## src/rtl/lpm_regs.svh

```systemverilog
`ifndef LPM_REGS_SVH
`define LPM_REGS_SVH
// register port geometry
`define LPM_ADDR_W 2
`define LPM_DATA_W 8
`define LPM_OFS_CTRL_ONE 2'h0
`define LPM_OFS_CTRL_TWO 2'h1
`define LPM_OFS_TIMER_A_MODE 2'h2
`define LPM_OFS_STATUS 2'h3
// power_control_reg_one fields
`define LPM_C1_STANDBY_BIT 7
`define LPM_C1_SETTLE_HI 6
`define LPM_C1_SETTLE_LO 4
`define LPM_C1_LOW_SPEED_BIT 3
`define LPM_C1_RSVD_BIT 2
`define LPM_C1_MEDDIV_HI 1
`define LPM_C1_MEDDIV_LO 0
`define LPM_C1_RESET 8'h07
// power_control_reg_two fields
`define LPM_C2_RSVD_MASK 8'he0
`define LPM_C2_NOISE_BIT 4
`define LPM_C2_DIRECT_BIT 3
`define LPM_C2_MEDIUM_BIT 2
`define LPM_C2_SUBDIV_HI 1
`define LPM_C2_SUBDIV_LO 0
`define LPM_C2_RESET 8'he0
// timer_a_mode_reg field held here
`define LPM_TA_WATCH_CLK_BIT 3
`define LPM_TA_RESET 8'h00
// settling wait in states (clock cycles)
`define LPM_SETTLE_CNT_W 17
`define LPM_SETTLE_STATES_0 8192
`define LPM_SETTLE_STATES_1 16384
`define LPM_SETTLE_STATES_2 32768
`define LPM_SETTLE_STATES_3 65536
`define LPM_SETTLE_STATES_4 131072
// interrupt sources: 0 timer A, 1 timer B1, 2 timer X, 3 timer V, 4 ext 0, 5 ext 1,
// 6 ext 2..3, 7 key lines, 8 serial three, 9 serial one, 10 analog converter
`define LPM_IRQ_N 11
`define LPM_WAKE_SLEEP 11'h7ff
`define LPM_WAKE_STANDBY 11'h030
`define LPM_WAKE_WATCH 11'h011
`endif

```

## src/rtl/lpm_pkg.sv

```systemverilog
`include "lpm_regs.svh"
package lpm_pkg;
  typedef enum logic [3:0] {
    LPM_ACTIVE_HS, LPM_ACTIVE_MS, LPM_SUBACTIVE, LPM_SLEEP_HS, LPM_SLEEP_MS,
    LPM_STANDBY, LPM_WATCH, LPM_SETTLE, LPM_RESET_HOLD
  } lpm_state_type;
  typedef struct packed {
    logic cpu_halt;
    logic osc_run;
    logic clock_dist_en;
    logic periph_clk_en;
    logic pwm_clk_en;
    logic timer_a_clk_en;
    logic io_hiz;
    logic io_hold;
    logic medium_clk_sel;
    logic sub_clk_sel;
  } lpm_out_type;
  typedef struct packed {
    lpm_state_type state;
    logic standby_select;
    logic [2:0] settling_wait_field;
    logic low_speed_select;
    logic [1:0] medium_div;
    logic noise_sel;
    logic direct_transfer_select;
    logic medium_speed_select;
    logic [1:0] sub_div;
    logic watch_clock_select;
    logic target_ms;
    logic settle_start;
    logic irq_exc;
    logic rst_exc;
    logic [`LPM_DATA_W-1:0] rdata;
    lpm_out_type outs;
  } lpm_ctrl_type;
  typedef struct packed {
    logic busy;
    logic done;
    logic [`LPM_SETTLE_CNT_W-1:0] cnt;
  } lpm_timer_type;
  typedef struct packed {
    logic pin_meta;
    logic pin_sync;
    logic pin_prev;
  } lpm_qual_type;
endpackage

```

## src/rtl/lpm_settle_timer.sv

```systemverilog
`timescale 1ns/10ps
`default_nettype none
`include "lpm_regs.svh"
module lpm_settle_timer
#(
  parameter int STATES_0 = `LPM_SETTLE_STATES_0,
  parameter int STATES_1 = `LPM_SETTLE_STATES_1,
  parameter int STATES_2 = `LPM_SETTLE_STATES_2,
  parameter int STATES_3 = `LPM_SETTLE_STATES_3,
  parameter int STATES_4 = `LPM_SETTLE_STATES_4
)
(
  input wire logic clk,
  input wire logic sys_rst,
  input wire logic start,
  input wire logic [2:0] code,
  output logic busy,
  output logic done
);
  import lpm_pkg::*;
  lpm_timer_type t_reg;
  lpm_timer_type t_next;
  // load value is the wait minus one so the count spans the wait and the done pulse follows the last state
  always_comb
  begin
    t_next = t_reg;
    t_next.done = 1'b0;
    if (start)
    begin
      t_next.busy = 1'b1;
      if (code[2])
        t_next.cnt = `LPM_SETTLE_CNT_W'(STATES_4 - 1);
      else
        case (code[1:0])
          2'h0: t_next.cnt = `LPM_SETTLE_CNT_W'(STATES_0 - 1);
          2'h1: t_next.cnt = `LPM_SETTLE_CNT_W'(STATES_1 - 1);
          2'h2: t_next.cnt = `LPM_SETTLE_CNT_W'(STATES_2 - 1);
          default: t_next.cnt = `LPM_SETTLE_CNT_W'(STATES_3 - 1);
        endcase
    end
    else if (t_reg.busy)
    begin
      if (t_reg.cnt == '0)
      begin
        t_next.busy = 1'b0;
        t_next.done = 1'b1;
      end
      else
        t_next.cnt = t_reg.cnt - 1'b1;
    end
  end
  always_ff @(posedge clk or posedge sys_rst)
  begin
    if (sys_rst)
      t_reg <= '0;
    else
      t_reg <= t_next;
  end
  assign busy = t_reg.busy;
  assign done = t_reg.done;
endmodule
`default_nettype wire

```

## src/rtl/lpm_wake_qual.sv

```systemverilog
`timescale 1ns/10ps
`default_nettype none
`include "lpm_regs.svh"
module lpm_wake_qual
(
  input wire logic clk,
  input wire logic sys_rst,
  input wire logic reset_pin_n,
  input wire logic irq_global_mask,
  input wire logic [`LPM_IRQ_N-1:0] irq_request,
  input wire logic [`LPM_IRQ_N-1:0] irq_enable,
  input wire logic [`LPM_IRQ_N-1:0] wake_allow,
  output logic pin_low,
  output logic pin_release,
  output logic wake
);
  import lpm_pkg::*;
  lpm_qual_type q_reg;
  lpm_qual_type q_next;
  logic [`LPM_IRQ_N-1:0] qualified;
  // two-stage synchroniser on the pin; the second stage and a third flop behind it (for the release edge) are looked at
  always_comb
  begin
    q_next = q_reg;
    q_next.pin_meta = ~reset_pin_n;
    q_next.pin_sync = q_reg.pin_meta;
    q_next.pin_prev = q_reg.pin_sync;
  end
  always_ff @(posedge clk or posedge sys_rst)
  begin
    if (sys_rst)
      q_reg <= '0;
    else
      q_reg <= q_next;
  end
  // per-source qualification against its enable and the mode's wake set
  genvar i;
  generate
    for (i = 0; i < `LPM_IRQ_N; i++)
    begin : g_src
      assign qualified[i] = irq_request[i] & irq_enable[i] & wake_allow[i];
    end
  endgenerate
  assign wake = (|qualified) & ~irq_global_mask;
  assign pin_low = q_reg.pin_sync;
  assign pin_release = q_reg.pin_prev & ~q_reg.pin_sync;
endmodule
`default_nettype wire

```

## src/rtl/lpm_ctrl.sv

```systemverilog
`timescale 1ns/10ps
`default_nettype none
`include "lpm_regs.svh"
module lpm_ctrl
#(
  parameter int SETTLE_STATES_0 = `LPM_SETTLE_STATES_0,
  parameter int SETTLE_STATES_1 = `LPM_SETTLE_STATES_1,
  parameter int SETTLE_STATES_2 = `LPM_SETTLE_STATES_2,
  parameter int SETTLE_STATES_3 = `LPM_SETTLE_STATES_3,
  parameter int SETTLE_STATES_4 = `LPM_SETTLE_STATES_4
)
(
  input wire logic clk,
  input wire logic sys_rst,
  input wire logic reset_pin_n,
  input wire logic halt_strobe,
  input wire logic irq_global_mask,
  input wire logic [`LPM_IRQ_N-1:0] irq_request,
  input wire logic [`LPM_IRQ_N-1:0] irq_enable,
  input wire logic [`LPM_ADDR_W-1:0] reg_addr,
  input wire logic [`LPM_DATA_W-1:0] reg_wdata,
  input wire logic reg_wr,
  input wire logic reg_rd,
  output logic [`LPM_DATA_W-1:0] reg_rdata,
  output logic [3:0] power_state,
  output logic cpu_halt,
  output logic cpu_reset,
  output logic reset_exc_start,
  output logic irq_exc_start,
  output logic osc_run,
  output logic clock_dist_en,
  output logic periph_clk_en,
  output logic pwm_clk_en,
  output logic timer_a_clk_en,
  output logic io_hiz,
  output logic io_hold,
  output logic medium_clk_sel,
  output logic [1:0] medium_div_sel,
  output logic sub_clk_sel,
  output logic settle_busy
);
  import lpm_pkg::*;

  // ----------------------------------------------------------------
  // declarations
  // ----------------------------------------------------------------
  lpm_ctrl_type c_reg;
  lpm_ctrl_type c_next;
  logic [`LPM_IRQ_N-1:0] wake_allow;
  logic pin_low;
  logic pin_release;
  logic wake;
  logic settle_done;
  logic [`LPM_DATA_W-1:0] rd_one;
  logic [`LPM_DATA_W-1:0] rd_two;
  logic [`LPM_DATA_W-1:0] rd_ta;
  logic [`LPM_DATA_W-1:0] rd_status;

  // ----------------------------------------------------------------
  // output decode per power state
  // ----------------------------------------------------------------
  // outputs are decoded from the next state and registered, so they change
  // in the same edge as power_state and never glitch toward the clock tree
  function automatic lpm_out_type decode_outs(input lpm_state_type s);
    lpm_out_type o;
    o = '0;
    case (s)
      LPM_ACTIVE_HS, LPM_ACTIVE_MS, LPM_SUBACTIVE:
      begin
        o.osc_run = (s != LPM_SUBACTIVE);
        o.clock_dist_en = 1'b1;
        o.periph_clk_en = 1'b1;
        o.pwm_clk_en = 1'b1;
        o.timer_a_clk_en = 1'b1;
        o.medium_clk_sel = (s == LPM_ACTIVE_MS);
        o.sub_clk_sel = (s == LPM_SUBACTIVE);
      end
      LPM_SLEEP_HS, LPM_SLEEP_MS:
      begin
        o.cpu_halt = 1'b1;
        o.osc_run = 1'b1;
        o.clock_dist_en = 1'b1;
        o.periph_clk_en = 1'b1;
        o.timer_a_clk_en = 1'b1;
        o.medium_clk_sel = (s == LPM_SLEEP_MS);
      end
      LPM_STANDBY:
      begin
        o.cpu_halt = 1'b1;
        o.io_hiz = 1'b1;
      end
      LPM_SETTLE:
      begin
        // oscillator running but not yet handed to the chip; ports float, also
        // when coming from watch, because standby or watch is not cleared until the end
        o.cpu_halt = 1'b1;
        o.osc_run = 1'b1;
        o.io_hiz = 1'b1;
      end
      LPM_WATCH:
      begin
        o.cpu_halt = 1'b1;
        o.timer_a_clk_en = 1'b1;
        o.io_hold = 1'b1;
      end
      LPM_RESET_HOLD:
      begin
        // clock reaches the whole chip at once; a short reset pulse would
        // therefore run logic on an unsettled oscillator
        o.osc_run = 1'b1;
        o.clock_dist_en = 1'b1;
        o.periph_clk_en = 1'b1;
        o.pwm_clk_en = 1'b1;
        o.timer_a_clk_en = 1'b1;
      end
      default:
      begin
        o.osc_run = 1'b1;
        o.clock_dist_en = 1'b1;
      end
    endcase
    return o;
  endfunction

  // ----------------------------------------------------------------
  // wake source set for the present mode
  // ----------------------------------------------------------------
  always_comb
  begin
    case (c_reg.state)
      LPM_SLEEP_HS, LPM_SLEEP_MS: wake_allow = `LPM_WAKE_SLEEP;
      LPM_STANDBY: wake_allow = `LPM_WAKE_STANDBY;
      LPM_WATCH: wake_allow = `LPM_WAKE_WATCH;
      default: wake_allow = '0;
    endcase
  end

  lpm_wake_qual u_wake
  (
    .clk(clk),
    .sys_rst(sys_rst),
    .reset_pin_n(reset_pin_n),
    .irq_global_mask(irq_global_mask),
    .irq_request(irq_request),
    .irq_enable(irq_enable),
    .wake_allow(wake_allow),
    .pin_low(pin_low),
    .pin_release(pin_release),
    .wake(wake)
  );

  lpm_settle_timer
  #(
    .STATES_0(SETTLE_STATES_0),
    .STATES_1(SETTLE_STATES_1),
    .STATES_2(SETTLE_STATES_2),
    .STATES_3(SETTLE_STATES_3),
    .STATES_4(SETTLE_STATES_4)
  )
  u_settle
  (
    .clk(clk),
    .sys_rst(sys_rst),
    .start(c_reg.settle_start),
    .code(c_reg.settling_wait_field),
    .busy(settle_busy),
    .done(settle_done)
  );

  // ----------------------------------------------------------------
  // register read images
  // ----------------------------------------------------------------
  // reserved bits read as in the reset image of each register: ones in both power control registers, zeros in timer_a_mode_reg
  assign rd_one = {c_reg.standby_select, c_reg.settling_wait_field, c_reg.low_speed_select,
                   1'b1, c_reg.medium_div};
  assign rd_two = `LPM_C2_RSVD_MASK | {3'h0, c_reg.noise_sel, c_reg.direct_transfer_select,
                   c_reg.medium_speed_select, c_reg.sub_div};
  assign rd_ta = {4'h0, c_reg.watch_clock_select, 3'h0};
  assign rd_status = {4'h0, c_reg.state};

  // ----------------------------------------------------------------
  // next state: registers, power mode, pulses
  // ----------------------------------------------------------------
  always_comb
  begin
    c_next = c_reg;
    c_next.settle_start = 1'b0;
    c_next.irq_exc = 1'b0;
    c_next.rst_exc = 1'b0;
    c_next.rdata = '0;

    // register reads: data stand one cycle after the strobe only
    if (reg_rd)
      case (reg_addr)
        `LPM_OFS_CTRL_ONE: c_next.rdata = rd_one;
        `LPM_OFS_CTRL_TWO: c_next.rdata = rd_two;
        `LPM_OFS_TIMER_A_MODE: c_next.rdata = rd_ta;
        default: c_next.rdata = rd_status;
      endcase

    // register writes; the status word is read-only
    if (reg_wr)
      case (reg_addr)
        `LPM_OFS_CTRL_ONE:
        begin
          c_next.standby_select = reg_wdata[`LPM_C1_STANDBY_BIT];
          c_next.settling_wait_field = reg_wdata[`LPM_C1_SETTLE_HI:`LPM_C1_SETTLE_LO];
          c_next.low_speed_select = reg_wdata[`LPM_C1_LOW_SPEED_BIT];
          c_next.medium_div = reg_wdata[`LPM_C1_MEDDIV_HI:`LPM_C1_MEDDIV_LO];
        end
        `LPM_OFS_CTRL_TWO:
        begin
          c_next.noise_sel = reg_wdata[`LPM_C2_NOISE_BIT];
          c_next.direct_transfer_select = reg_wdata[`LPM_C2_DIRECT_BIT];
          c_next.medium_speed_select = reg_wdata[`LPM_C2_MEDIUM_BIT];
          c_next.sub_div = reg_wdata[`LPM_C2_SUBDIV_HI:`LPM_C2_SUBDIV_LO];
        end
        `LPM_OFS_TIMER_A_MODE:
          c_next.watch_clock_select = reg_wdata[`LPM_TA_WATCH_CLK_BIT];
        default:
          c_next.rdata = c_next.rdata;
      endcase

    // power mode sequencing; the pin outranks every other event
    if (pin_low)
    begin
      // the pin resets the control registers too, like any reset source
      c_next.state = LPM_RESET_HOLD;
      c_next.standby_select = 1'b0;
      c_next.settling_wait_field = 3'h0;
      c_next.low_speed_select = 1'b0;
      c_next.medium_div = 2'(`LPM_C1_RESET >> `LPM_C1_MEDDIV_LO);
      c_next.noise_sel = 1'b0;
      c_next.direct_transfer_select = 1'b0;
      c_next.medium_speed_select = 1'b0;
      c_next.sub_div = 2'h0;
      c_next.watch_clock_select = 1'b0;
    end
    else
      case (c_reg.state)
        LPM_ACTIVE_HS, LPM_ACTIVE_MS:
        begin
          if (halt_strobe)
          begin
            if (c_reg.standby_select && c_reg.watch_clock_select)
              c_next.state = LPM_WATCH;
            else if (c_reg.standby_select && !c_reg.low_speed_select)
              c_next.state = LPM_STANDBY;
            else if (!c_reg.standby_select && !c_reg.low_speed_select &&
                     !c_reg.direct_transfer_select)
              c_next.state = c_reg.medium_speed_select ? LPM_SLEEP_MS : LPM_SLEEP_HS;
          end
        end
        LPM_SUBACTIVE:
        begin
          // only the watch entry is handled from the subclock mode
          if (halt_strobe && c_reg.standby_select && c_reg.watch_clock_select)
            c_next.state = LPM_WATCH;
        end
        LPM_SLEEP_HS, LPM_SLEEP_MS:
        begin
          // speed is the one slept at, not the select as it reads now
          if (wake)
          begin
            c_next.state = (c_reg.state == LPM_SLEEP_MS) ? LPM_ACTIVE_MS : LPM_ACTIVE_HS;
            c_next.irq_exc = 1'b1;
          end
        end
        LPM_STANDBY:
        begin
          if (wake)
          begin
            c_next.state = LPM_SETTLE;
            c_next.settle_start = 1'b1;
            c_next.target_ms = c_reg.medium_speed_select;
          end
        end
        LPM_WATCH:
        begin
          if (wake)
          begin
            if (c_reg.low_speed_select)
            begin
              // subclock keeps running in watch, so no settling is needed
              c_next.state = LPM_SUBACTIVE;
              c_next.irq_exc = 1'b1;
            end
            else
            begin
              c_next.state = LPM_SETTLE;
              c_next.settle_start = 1'b1;
              c_next.target_ms = c_reg.medium_speed_select;
            end
          end
        end
        LPM_SETTLE:
        begin
          if (settle_done)
          begin
            c_next.state = c_reg.target_ms ? LPM_ACTIVE_MS : LPM_ACTIVE_HS;
            c_next.irq_exc = 1'b1;
          end
        end
        LPM_RESET_HOLD:
        begin
          if (pin_release)
          begin
            c_next.state = LPM_ACTIVE_HS;
            c_next.rst_exc = 1'b1;
          end
        end
        default:
          c_next.state = LPM_ACTIVE_HS;
      endcase

    c_next.outs = decode_outs(c_next.state);
  end

  // ----------------------------------------------------------------
  // state register
  // ----------------------------------------------------------------
  always_ff @(posedge clk or posedge sys_rst)
  begin
    if (sys_rst)
    begin
      c_reg <= '0;
      c_reg.state <= LPM_ACTIVE_HS;
      c_reg.medium_div <= 2'h3;
      c_reg.outs.osc_run <= 1'b1;
      c_reg.outs.clock_dist_en <= 1'b1;
      c_reg.outs.periph_clk_en <= 1'b1;
      c_reg.outs.pwm_clk_en <= 1'b1;
      c_reg.outs.timer_a_clk_en <= 1'b1;
    end
    else
      c_reg <= c_next;
  end

  // ----------------------------------------------------------------
  // outputs
  // ----------------------------------------------------------------
  assign reg_rdata = c_reg.rdata;
  assign power_state = c_reg.state;
  assign cpu_halt = c_reg.outs.cpu_halt;
  assign cpu_reset = (c_reg.state == LPM_RESET_HOLD);
  assign reset_exc_start = c_reg.rst_exc;
  assign irq_exc_start = c_reg.irq_exc;
  assign osc_run = c_reg.outs.osc_run;
  assign clock_dist_en = c_reg.outs.clock_dist_en;
  assign periph_clk_en = c_reg.outs.periph_clk_en;
  assign pwm_clk_en = c_reg.outs.pwm_clk_en;
  assign timer_a_clk_en = c_reg.outs.timer_a_clk_en;
  assign io_hiz = c_reg.outs.io_hiz;
  assign io_hold = c_reg.outs.io_hold;
  assign medium_clk_sel = c_reg.outs.medium_clk_sel;
  assign medium_div_sel = c_reg.medium_div;
  assign sub_clk_sel = c_reg.outs.sub_clk_sel;
endmodule
`default_nettype wire

```

## config.mk

```make
export PLATFORM = sky130hd
export DESIGN_NAME = lpm_ctrl
export DESIGN_NICKNAME = d
export VERILOG_FILES = /design/src/rtl/lpm_pkg.sv /design/src/rtl/lpm_settle_timer.sv /design/src/rtl/lpm_wake_qual.sv /design/src/rtl/lpm_ctrl.sv
export VERILOG_INCLUDE_DIRS = /design/src /design/src/rtl
export SDC_FILE = /design/constraint.sdc
export NUM_CORES = 1
export LEC_CHECK = 0
export BUFFER_PORTS_ARGS = -buffer_cell sky130_fd_sc_hd__clkbuf_2
export CORE_AREA = 2 2 73 89
export DETAILED_ROUTE_END_ITERATION = 8
export DIE_AREA = 0 0 75 91
export PLACE_DENSITY_LB_ADDON = 0.12
export SLEW_MARGIN = 20
export SYNTH_ARGS = -nofsm -noshare
export SYNTH_HDL_FRONTEND = slang
export SYNTH_SLANG_ARGS = --single-unit
```

## constraint.sdc

```tcl
create_clock -name clk -period 3.27 [get_ports clk]
set_input_delay 0.4905 -clock clk [delete_from_list [all_inputs] [get_ports clk]]
set_output_delay 0.4905 -clock clk [all_outputs]
set_load 0.03 [all_outputs]
```

==> results of run 1 <==
[final cells by class]
type | instances | area share (%)
Sequential cell | 61 | 41.2
Timing Repair Buffer | 69 | 9.47
Inverter | 12 | 1.24
Clock inverter | 6 | 2.32
Tap cell | 82 | 2.75
Multi-Input combinational cell | 216 | 39.3
Clock buffer | 10 | 3.69
[report_power, final]
group          total (mW)  switching, mW  internal (mW)
clock               0.752          0.303          0.448
sequential          0.803         0.0260          0.777
combinational       0.172          0.105         0.0672
[layer usage]
metal	vias to the layer above	routed length, µm
met2	54	3040
met1	1188	2800
met4	0	117
li1	1217	-
met5	-	0
met3	11	277
[worst max-delay path: cells and delay by family, from the launching register on]
family          cells  cell delay (ns)
mux                 1             0.35
compound gates      3             0.91
simple gates        2             0.53
flops               1             0.65
[worst paths after layout]
check                                      startpoint                            end  slack [ns]  cells past startpoint
hold reg to reg            u_wake.q_next[1]$_DFF_PP0_       u_wake.pin_low$_DFF_PP0_        0.37                      0
min in group clk                          reset_pin_n     u_wake.q_next[1]$_DFF_PP0_        0.28                      2
setup / recovery             power_state[2]$_DFF_PP0_              osc_run$_DFF_PP1_        0.76                      6
max in group asynchronous                     sys_rst  medium_div_sel[0]$_DFFE_PP1P_        2.29                      3
hold / removal                                sys_rst  u_settle.t_reg[4]$_DFFE_PP0P_        0.28                      2
setup reg to reg             power_state[2]$_DFF_PP0_              osc_run$_DFF_PP1_        0.76                      6
[synthesized netlist by cell type, drive strengths merged, types with 2 or more instances]
master  number
dfrtp       54
nor2        36
nand2b      18
buf         16
mux2i       15
nor3        14
inv         12
a21oi       11
clkbuf      11
nand2       11
xnor2       11
o21ai       10
dfstp        7
nor3b        6
a22oi        5
and2         5
nand3        5
nand3b       5
nor2b        5
nor4         4
o211ai       4
o221ai       4
or3          4
a211o        3
a22o         3
a31oi        3
mux2         3
or3b         3
a21boi       2
a21o         2
nor4bb       2
or4b         2
xor2         2
[through the flow]
stage | power (mW) | cell area, µm² | hold WS, ns | worst slack (ns)
6_report | 1.73 | 3720 | 0.277 | 0.763
5_1_grt | 1.79 | 3720 | 0.268 | 0.587
4_1_cts | 1.74 | 3720 | 0.266 | 0.782
3_5_place_dp | 0.991 | 3500 | 0.340 | 0.790
3_3_place_gp | 0.989 | 3500 | 0.337 | 0.873
2_1_floorplan | 0.938 | 3210 | 0.331 | 0.987
[kinds of logic (layout without fill, tap and decap cells)]
kind of cell,Yosys count,in the layout
multiplexers,19,19
AO/OA/AOI/OAI,56,56
buffers and inverters,39,97
adder cells (fa/ha/maj),1,1
AND/OR/NAND/NOR,127,127
flip-flops,61,61
XOR/XNOR,13,13
==> out/summary.txt, run 1 <==
CP Max Fanout -> 18
total negative slack -> 0 ns
Yosys top cell by area -> dfrtp_1
CP Capture Type -> flip-flop
Final Non-Filler Cells -> 456
post-CTS setup buffers -> 0
Largest register FFs -> 17
Distinct cells, synth -> 59
CTS tree -> yes
share of layout cells above drive strength 1 -> 28.6%
main combinational cell family by area after synthesis -> simple AND/OR/NAND/NOR gates
Syn Nets -> 356
number of synthesized flops with an enable pin -> 0
element type at the critical path start -> flip-flop
status -> complete, no violations
count of final hold-check violations -> 0
Synth Cell Area -> 3210 µm²
register clock-pin slew on the reported worst setup and hold paths -> 0.07 ns
Yosys reg bits -> 61
hold_buf cts -> 0
Placer Congestion -> 0.838
Async SR Flop Fraction -> 100%
commonest non-fill, non-tap cells in the layout -> clkbuf_2 (66), dfrtp_1 (54), nor2_1 (36), nand2b_1 (18), mux2i_1 (15)
mean area per synthesized cell -> 10.1 µm²
post-layout util -> 62.8%
LEAKAGE -> 1.85 nW
clock root buffer -> clkbuf_8
Final Skew -> 0.00993 ns
RSZ-0062 raised after global routing -> false
diode count -> 0
gr busiest metal -> met2
largest cells by area after synthesis -> dfrtp_1 (42%), dfstp_2 (5.7%), mux2i_1 (4.7%)
Sink Count -> 61
cells after synthesis -> 316
largest net degree at the start of global routing -> 53
DRT iter0 DRCs -> 141
Worst Hold Class -> input pin to async pin
yosys warns -> 0
Slew Limit Headroom -> 42.0%
total CTS buffers -> 9
post-route ant nets -> 0
Fmax achieved -> 399 MHz
post-cts repair resize count -> 0
area of the multi-input gates -> 1460 µm²
fin crit period -> 2.51 ns
most common cell after layout, fill and taps aside -> clkbuf_2
crit path DAT -> 2.78 ns
die extent in y -> 91 µm
xor/xnor cell area share of the yosys netlist -> 3.55%
dpl cells -> 440
vias per cell -> 5.42
CP max stage delay -> 0.65 ns
PwrDens -> 464 nW/µm²
vias in the first global route -> 2437
post-DR wirelength/cell -> 13.7 µm
Die Area -> 6830 µm²
Synth Flop Type -> dfrtp_1
sequential area share after synthesis -> 47.9%
Post-Synth Simple-Gate Area -> 22.5%
Post-Route WL -> 6230 µm
initial antenna violation count -> 0
Yosys top cell area share -> 42.2%
HPWL after DPL -> 4380 µm
first-pass GRT wire length -> 10800 µm
port bufs -> 66
die width -> 75 µm
overall routing resource usage -> 20.4%
Data required, critical path -> 3.54 ns
final max-slew violation count -> 0
met1 Use GR -> 26.0%
worst-path cell chain -> or3b_1, a21oi_1, o21ai_0, a2111o_1, nand2_2, mux2_2
Compound-Gate Fraction of Synth Area -> 12.8%
fillers -> 537
post-synthesis adder-cell area fraction -> 0.390%
Post-route DRC -> 0
met2 GRT Util -> 32.5%
Register Area -> 1540 µm²
CTS H-tree lvls -> 3
starting density of the core -> 54.0%
Final nets -> 409
grt ovf -> 0
io pins -> 67
post-synthesis mux area share -> 6.44%
TritonRoute pass-1 iters -> 4
final setup fails -> 0
Crit Path Class -> flip-flop to flip-flop
num rows -> 31
Worst VDD drop -> 0.303 mV
Core Box Area -> 5930 µm²
vias -> 2470
clk_lat worst skew -> 0.34 ns
Crit-path slowest cell -> dfrtp_1
actual slew at the worst max-slew pin -> 0.869 ns
P&R area growth vs syn -> 16.2%
MaxCap Viol Count -> 0
fin crit share -> 76.7%
met3 Track Usage GR -> 5.11%
CTS Buffer Depth -> 2
Power figures use the tool's default switching activity.
==> inputs of run 2 (changes only) <==
==> constraint.sdc (replaced) <==
create_clock -name clk -period 2.44 [get_ports clk]
set_input_delay 0.366 -clock clk [delete_from_list [all_inputs] [get_ports clk]]
set_output_delay 0.366 -clock clk [all_outputs]
set_load 0.03 [all_outputs]
==> out/summary.txt, run 2 (synthesized netlist as in run 1, its figures left out) <==
status -> complete, but fails checks
violated checks -> hold timing
CTS H-tree lvls -> 3
crit path DAT -> 2.50 ns
HPWL after DPL -> 4770 µm
Post-Route WL -> 6570 µm
Data required, critical path -> 2.66 ns
Slew Limit Headroom -> 59.0%
Final Non-Filler Cells -> 467
Final Skew -> 0.00680 ns
Worst R2R Start -> u_settle.t_reg[0]$_DFFE_PP0P_
Largest register FFs -> 17
post-place setup slack -> 0.0584 ns
worst-path cell chain -> inv_1, ha_1, or4b_4, or3_4, o2111ai_4, nor3_2, or3b_1
PwrDens -> 631 nW/µm²
Crit-path slowest cell -> or4b_4
total negative slack -> 0 ns
post-route ant nets -> 0
vias -> 2540
die extent in y -> 91 µm
post-DR wirelength/cell -> 14.1 µm
Int Power -> 1.84 mW
overall routing resource usage -> 20.4%
Worst Hold Class -> input pin to async pin
final max-slew violation count -> 0
Worst VDD drop -> 0.525 mV
Core Box Area -> 5930 µm²
CP Max Fanout -> 5
fillers -> 540
fin crit share -> 93.7%
vias per cell -> 5.44
post-route cell area -> 3850 µm²
commonest non-fill, non-tap cells in the layout -> clkbuf_2 (66), dfrtp_1 (54), nor2_1 (36), nand2b_1 (18), mux2i_1 (15)
register clock-pin slew on the reported worst setup and hold paths -> 0.07 ns
LEAKAGE -> 1.91 nW
CP Capture Type -> flip-flop
Sink Count -> 61
Crit Path Class -> flip-flop to flip-flop
total CTS buffers -> 9
element type at the critical path start -> flip-flop
grt ovf -> 0
num rows -> 31
Reg-to-Reg End -> u_settle.t_reg[11]$_DFFE_PP0P_
largest net degree at the start of global routing -> 24
Final nets -> 420
R2R depth -> 7
Comb power frac -> 10.7%
most common cell after layout, fill and taps aside -> clkbuf_2
DRT iter0 DRCs -> 94
first-pass GRT wire length -> 10900 µm
CTS tree -> yes
Clock power frac -> 45.7%
Post-DP Area -> 3570 µm²
starting density of the core -> 54.0%
net load switching power -> 0.584 mW
Die Area -> 6830 µm²
clock root buffer -> clkbuf_8
RSZ-0062 raised after global routing -> false
hold_buf cts -> 0
worst reg2reg setup slack -> 0.15 ns
port bufs -> 66
fin crit period -> 2.29 ns
share of layout cells above drive strength 1 -> 31.2%
hold_ws -> -0.00104 ns
CTS Buffer Depth -> 2
MaxCap Viol Count -> 0
Placer Congestion -> 0.859
CP max stage delay -> 0.48 ns
final setup fails -> 0
initial antenna violation count -> 0
Fmax achieved -> 437 MHz
count of final hold-check violations -> 2
Post-route DRC -> 0
Flop pwr share -> 43.6%
die width -> 75 µm
actual slew at the worst max-slew pin -> 0.614 ns
P&R area growth vs syn -> 20.0%
final worst slack -> 0.154 ns
io pins -> 67
vias in the first global route -> 2443
dpl cells -> 450
TritonRoute pass-1 iters -> 4
Sw Share -> 24.1%
diode count -> 0
clk_lat worst skew -> 0.34 ns
run 2: cell types whose count changed in the layout (fill, tap and decap cells not counted):
cell        change
or3_4           +1
clkinv_2        -2
clkinv_4        -1
o21ai_2         -1
bufinv_16       +1
nor3b_1         -1
clkinvlp_4      +1
or3_1           -1
inv_2           +1
o21ai_4         +1
buf_4          +11
nor3b_2         +1
run 2: repair_timing:
| item | 4_1_cts | 5_1_grt |
|---|---|---|
| setup buffers | 0 | 1 |
| setup endpoints to repair | 0 | 8 |
| gates resized for setup | 0 | 3 |
run 2: worst max path at each step:
| stage | depth (start not counted) | slack (ns) | end | startpoint |
|---|---|---|---|---|
| after floorplan | 8 | 0.16 | u_settle.t_reg[11]$_DFFE_PP0P_ | u_settle.t_reg[0]$_DFFE_PP0P_ |
| after global placement | 7 | 0.11 | u_settle.t_reg[1]$_DFFE_PP0P_ | u_settle.t_reg[0]$_DFFE_PP0P_ |
| after detailed placement | 7 | 0.06 | u_settle.t_reg[11]$_DFFE_PP0P_ | u_settle.t_reg[0]$_DFFE_PP0P_ |
| after CTS | 7 | 0.05 | u_settle.t_reg[11]$_DFFE_PP0P_ | u_settle.t_reg[0]$_DFFE_PP0P_ |
| after global routing | 6 | 0.01 | c_reg[21]$_DFFE_PP0P_ | power_state[2]$_DFF_PP0_ |
| final | 7 | 0.15 | u_settle.t_reg[11]$_DFFE_PP0P_ | u_settle.t_reg[0]$_DFFE_PP0P_ |
run 2: power by group through the flow:
stage / combinational (mW) / sequential (mW) / clock [mW]
final: 0.261 / 1.06 / 1.11
after global routing: 0.289 / 1.06 / 1.17
after CTS: 0.263 / 1.06 / 1.13
after detailed placement: 0.263 / 1.08 / 0
after global placement: 0.260 / 1.08 / 0
after floorplan: 0.167 / 1.09 / 0
run 2: metrics by stage:
stage / util (%) / power, mW
detailed placement: 60.2 / 1.34
global placement: 60.2 / 1.34
global route: 64.8 / 2.52
floorplan: - / 1.26
CTS: 64.4 / 2.46
finish: 64.8 / 2.43
run 2: cell type report:
cell class                      count  area [µm²]  share of cell area (%)
Timing Repair Buffer               80         435                    11.3
Multi-Input combinational cell    216        1480                    38.5
Tap cell                           82         103                    2.67
Clock buffer                       10         138                    3.58
Inverter                           12        45.0                    1.17
Clock inverter                      6         110                    2.86
Sequential cell                    61        1540                    39.9
run 2: worst max-delay path: cells and delay by family (launching register included):
family	cells	cell delay, ns
simple gates	4	1.26
flops	1	0.38
compound gates	1	0.26
fa+ha+maj	1	0.16
buf+inv	1	0.09
run 2: metal layers:
metal / part of all wire, % / track usage, % / wire, µm
met5: 0 / 0 / 0
met4: 1.7 / 8.33 / 111
met2: 50 / 32.7 / 3260
met1: 44 / 25.9 / 2870
met3: 5.0 / 5.11 / 330
==> inputs of run 3 (changes only) <==
--- a/config.mk
+++ b/config.mk
@@ -10,6 +10,7 @@
 export CORE_AREA = 2 2 73 89
 export DETAILED_ROUTE_END_ITERATION = 8
 export DIE_AREA = 0 0 75 91
+export HOLD_SLACK_MARGIN = 0.12
 export PLACE_DENSITY_LB_ADDON = 0.12
 export SLEW_MARGIN = 20
 export SYNTH_ARGS = -nofsm -noshare
==> out/summary.txt, run 3 (synthesized netlist as in run 1, its figures left out) <==
fin crit share -> 93.7%
count of final hold-check violations -> 0
final max-slew violation count -> 0
Worst VDD drop -> 0.526 mV
die width -> 75 µm
share of layout cells above drive strength 1 -> 31.1%
post-route ant nets -> 0
first-pass GRT wire length -> 10900 µm
Pwr Total -> 2.43 mW
port bufs -> 66
CTS tree -> yes
clk_lat worst skew -> 0.34 ns
TritonRoute pass-1 iters -> 4
Post-Route WL -> 6560 µm
hold endpoint -> u_wake.q_next[1]$_DFF_PP0_
Post-DP Area -> 3570 µm²
post-DR wirelength/cell -> 14.0 µm
RSZ-0062 raised after global routing -> false
overall routing resource usage -> 20.5%
grt ovf -> 0
DRT iter0 DRCs -> 94
Worst R2R Start -> u_settle.t_reg[0]$_DFFE_PP0P_
register clock-pin slew on the reported worst setup and hold paths -> 0.07 ns
actual slew at the worst max-slew pin -> 0.615 ns
Sink Count -> 61
initial antenna violation count -> 0
Worst Hold Class -> input pin to flip-flop
num rows -> 31
Final nets -> 421
io pins -> 67
P&R area growth vs syn -> 20.3%
hold_ws -> 0.165 ns
most common cell after layout, fill and taps aside -> clkbuf_2
Die Area -> 6830 µm²
CP Max Fanout -> 5
Placer Congestion -> 0.859
vias in the first global route -> 2448
CP Capture Type -> flip-flop
total CTS buffers -> 9
total negative slack -> 0 ns
die extent in y -> 91 µm
critical hold path startpoint -> reset_pin_n
Post-route DRC -> 0
commonest non-fill, non-tap cells in the layout -> clkbuf_2 (66), dfrtp_1 (54), nor2_1 (36), nand2b_1 (18), mux2i_1 (15)
post-route cell area -> 3860 µm²
Core Box Area -> 5930 µm²
final setup fails -> 0
Crit Path Class -> flip-flop to flip-flop
R2R depth -> 7
Register Area -> 1540 µm²
starting density of the core -> 54.0%
clock root buffer -> clkbuf_8
worst reg2reg setup slack -> 0.15 ns
Largest register FFs -> 17
Data required, critical path -> 2.66 ns
crit path DAT -> 2.50 ns
CTS Buffer Depth -> 2
status -> complete, no violations
Reg-to-Reg End -> u_settle.t_reg[11]$_DFFE_PP0P_
fillers -> 539
fin crit period -> 2.29 ns
vias per cell -> 5.43
Slew Limit Headroom -> 59.0%
vias -> 2539
WHS Path Cells -> 2
area of the multi-input gates -> 1480 µm²
element type at the critical path start -> flip-flop
diode count -> 0
Final Skew -> 0.00703 ns
LEAKAGE -> 1.92 nW
CTS H-tree lvls -> 3
Fmax achieved -> 438 MHz
largest net degree at the start of global routing -> 24
HPWL after DPL -> 4770 µm
PwrDens -> 630 nW/µm²
MaxCap Viol Count -> 0
## run 3: cell types whose count changed in the layout (fill, tap and decap cells not counted), sizes merged
cell / delta
dlygate4sd3: +1
## run 3: worst max-delay path by stage
stage	from	end	slack, ns	cells past startpoint
after global placement	u_settle.t_reg[0]$_DFFE_PP0P_	u_settle.t_reg[1]$_DFFE_PP0P_	0.11	7
after global routing	power_state[2]$_DFF_PP0_	c_reg[21]$_DFFE_PP0P_	0.01	6
after floorplan	u_settle.t_reg[0]$_DFFE_PP0P_	u_settle.t_reg[11]$_DFFE_PP0P_	0.16	8
final	u_settle.t_reg[0]$_DFFE_PP0P_	u_settle.t_reg[11]$_DFFE_PP0P_	0.15	7
after CTS	u_settle.t_reg[0]$_DFFE_PP0P_	u_settle.t_reg[11]$_DFFE_PP0P_	0.05	7
after detailed placement	u_settle.t_reg[0]$_DFFE_PP0P_	u_settle.t_reg[11]$_DFFE_PP0P_	0.06	7
## run 3: layout make-up
cell class | count | area share (%)
clock buffer | 10 | 3.57
clock inverter | 6 | 2.85
inverter | 12 | 1.17
multi-input combinational | 216 | 38.4
sequential | 61 | 39.8
tap | 82 | 2.66
timing repair buffer | 81 | 11.5
## run 3: where the power goes
group	internal, mW	switching (mW)
combinational	0.100	0.162
sequential	1.04	0.0175
clock	0.704	0.405
total	1.85	0.585
## run 3: worst max-delay path: stages (launching register included)
cell	delay, ns
dfrtp_1	0.38
inv_1	0.09
ha_1	0.16
or4b_4	0.48
or3_4	0.39
o2111ai_4	0.26
nor3_2	0.05
or3b_1	0.34
## run 3: repair_timing
action / 4_1_cts / 5_1_grt
hold endpoints to repair: 18 / 0
resized for setup: 0 / 3
setup endpoints to repair: 0 / 8
hold buffers: 1 / 0
buffers inserted: 0 / 1
## run 3: routing by layer
metal / global-route usage (%) / part of all wire (%)
met1: 26.0 / 44
met2: 32.8 / 49
met3: 5.11 / 4.6
met4: 8.33 / 1.7
met5: 0 / 0
## run 3: metrics by stage
step / worst slack (ns) / util, % / std cells
after floorplan: 0.157 / - / 316
after global placement: 0.110 / 60.2 / 450
after detailed placement: 0.0584 / 60.2 / 450
after CTS: 0.0532 / 64.6 / 467
after global routing: 0.0120 / 65.0 / 468
final: 0.154 / 65.0 / 468
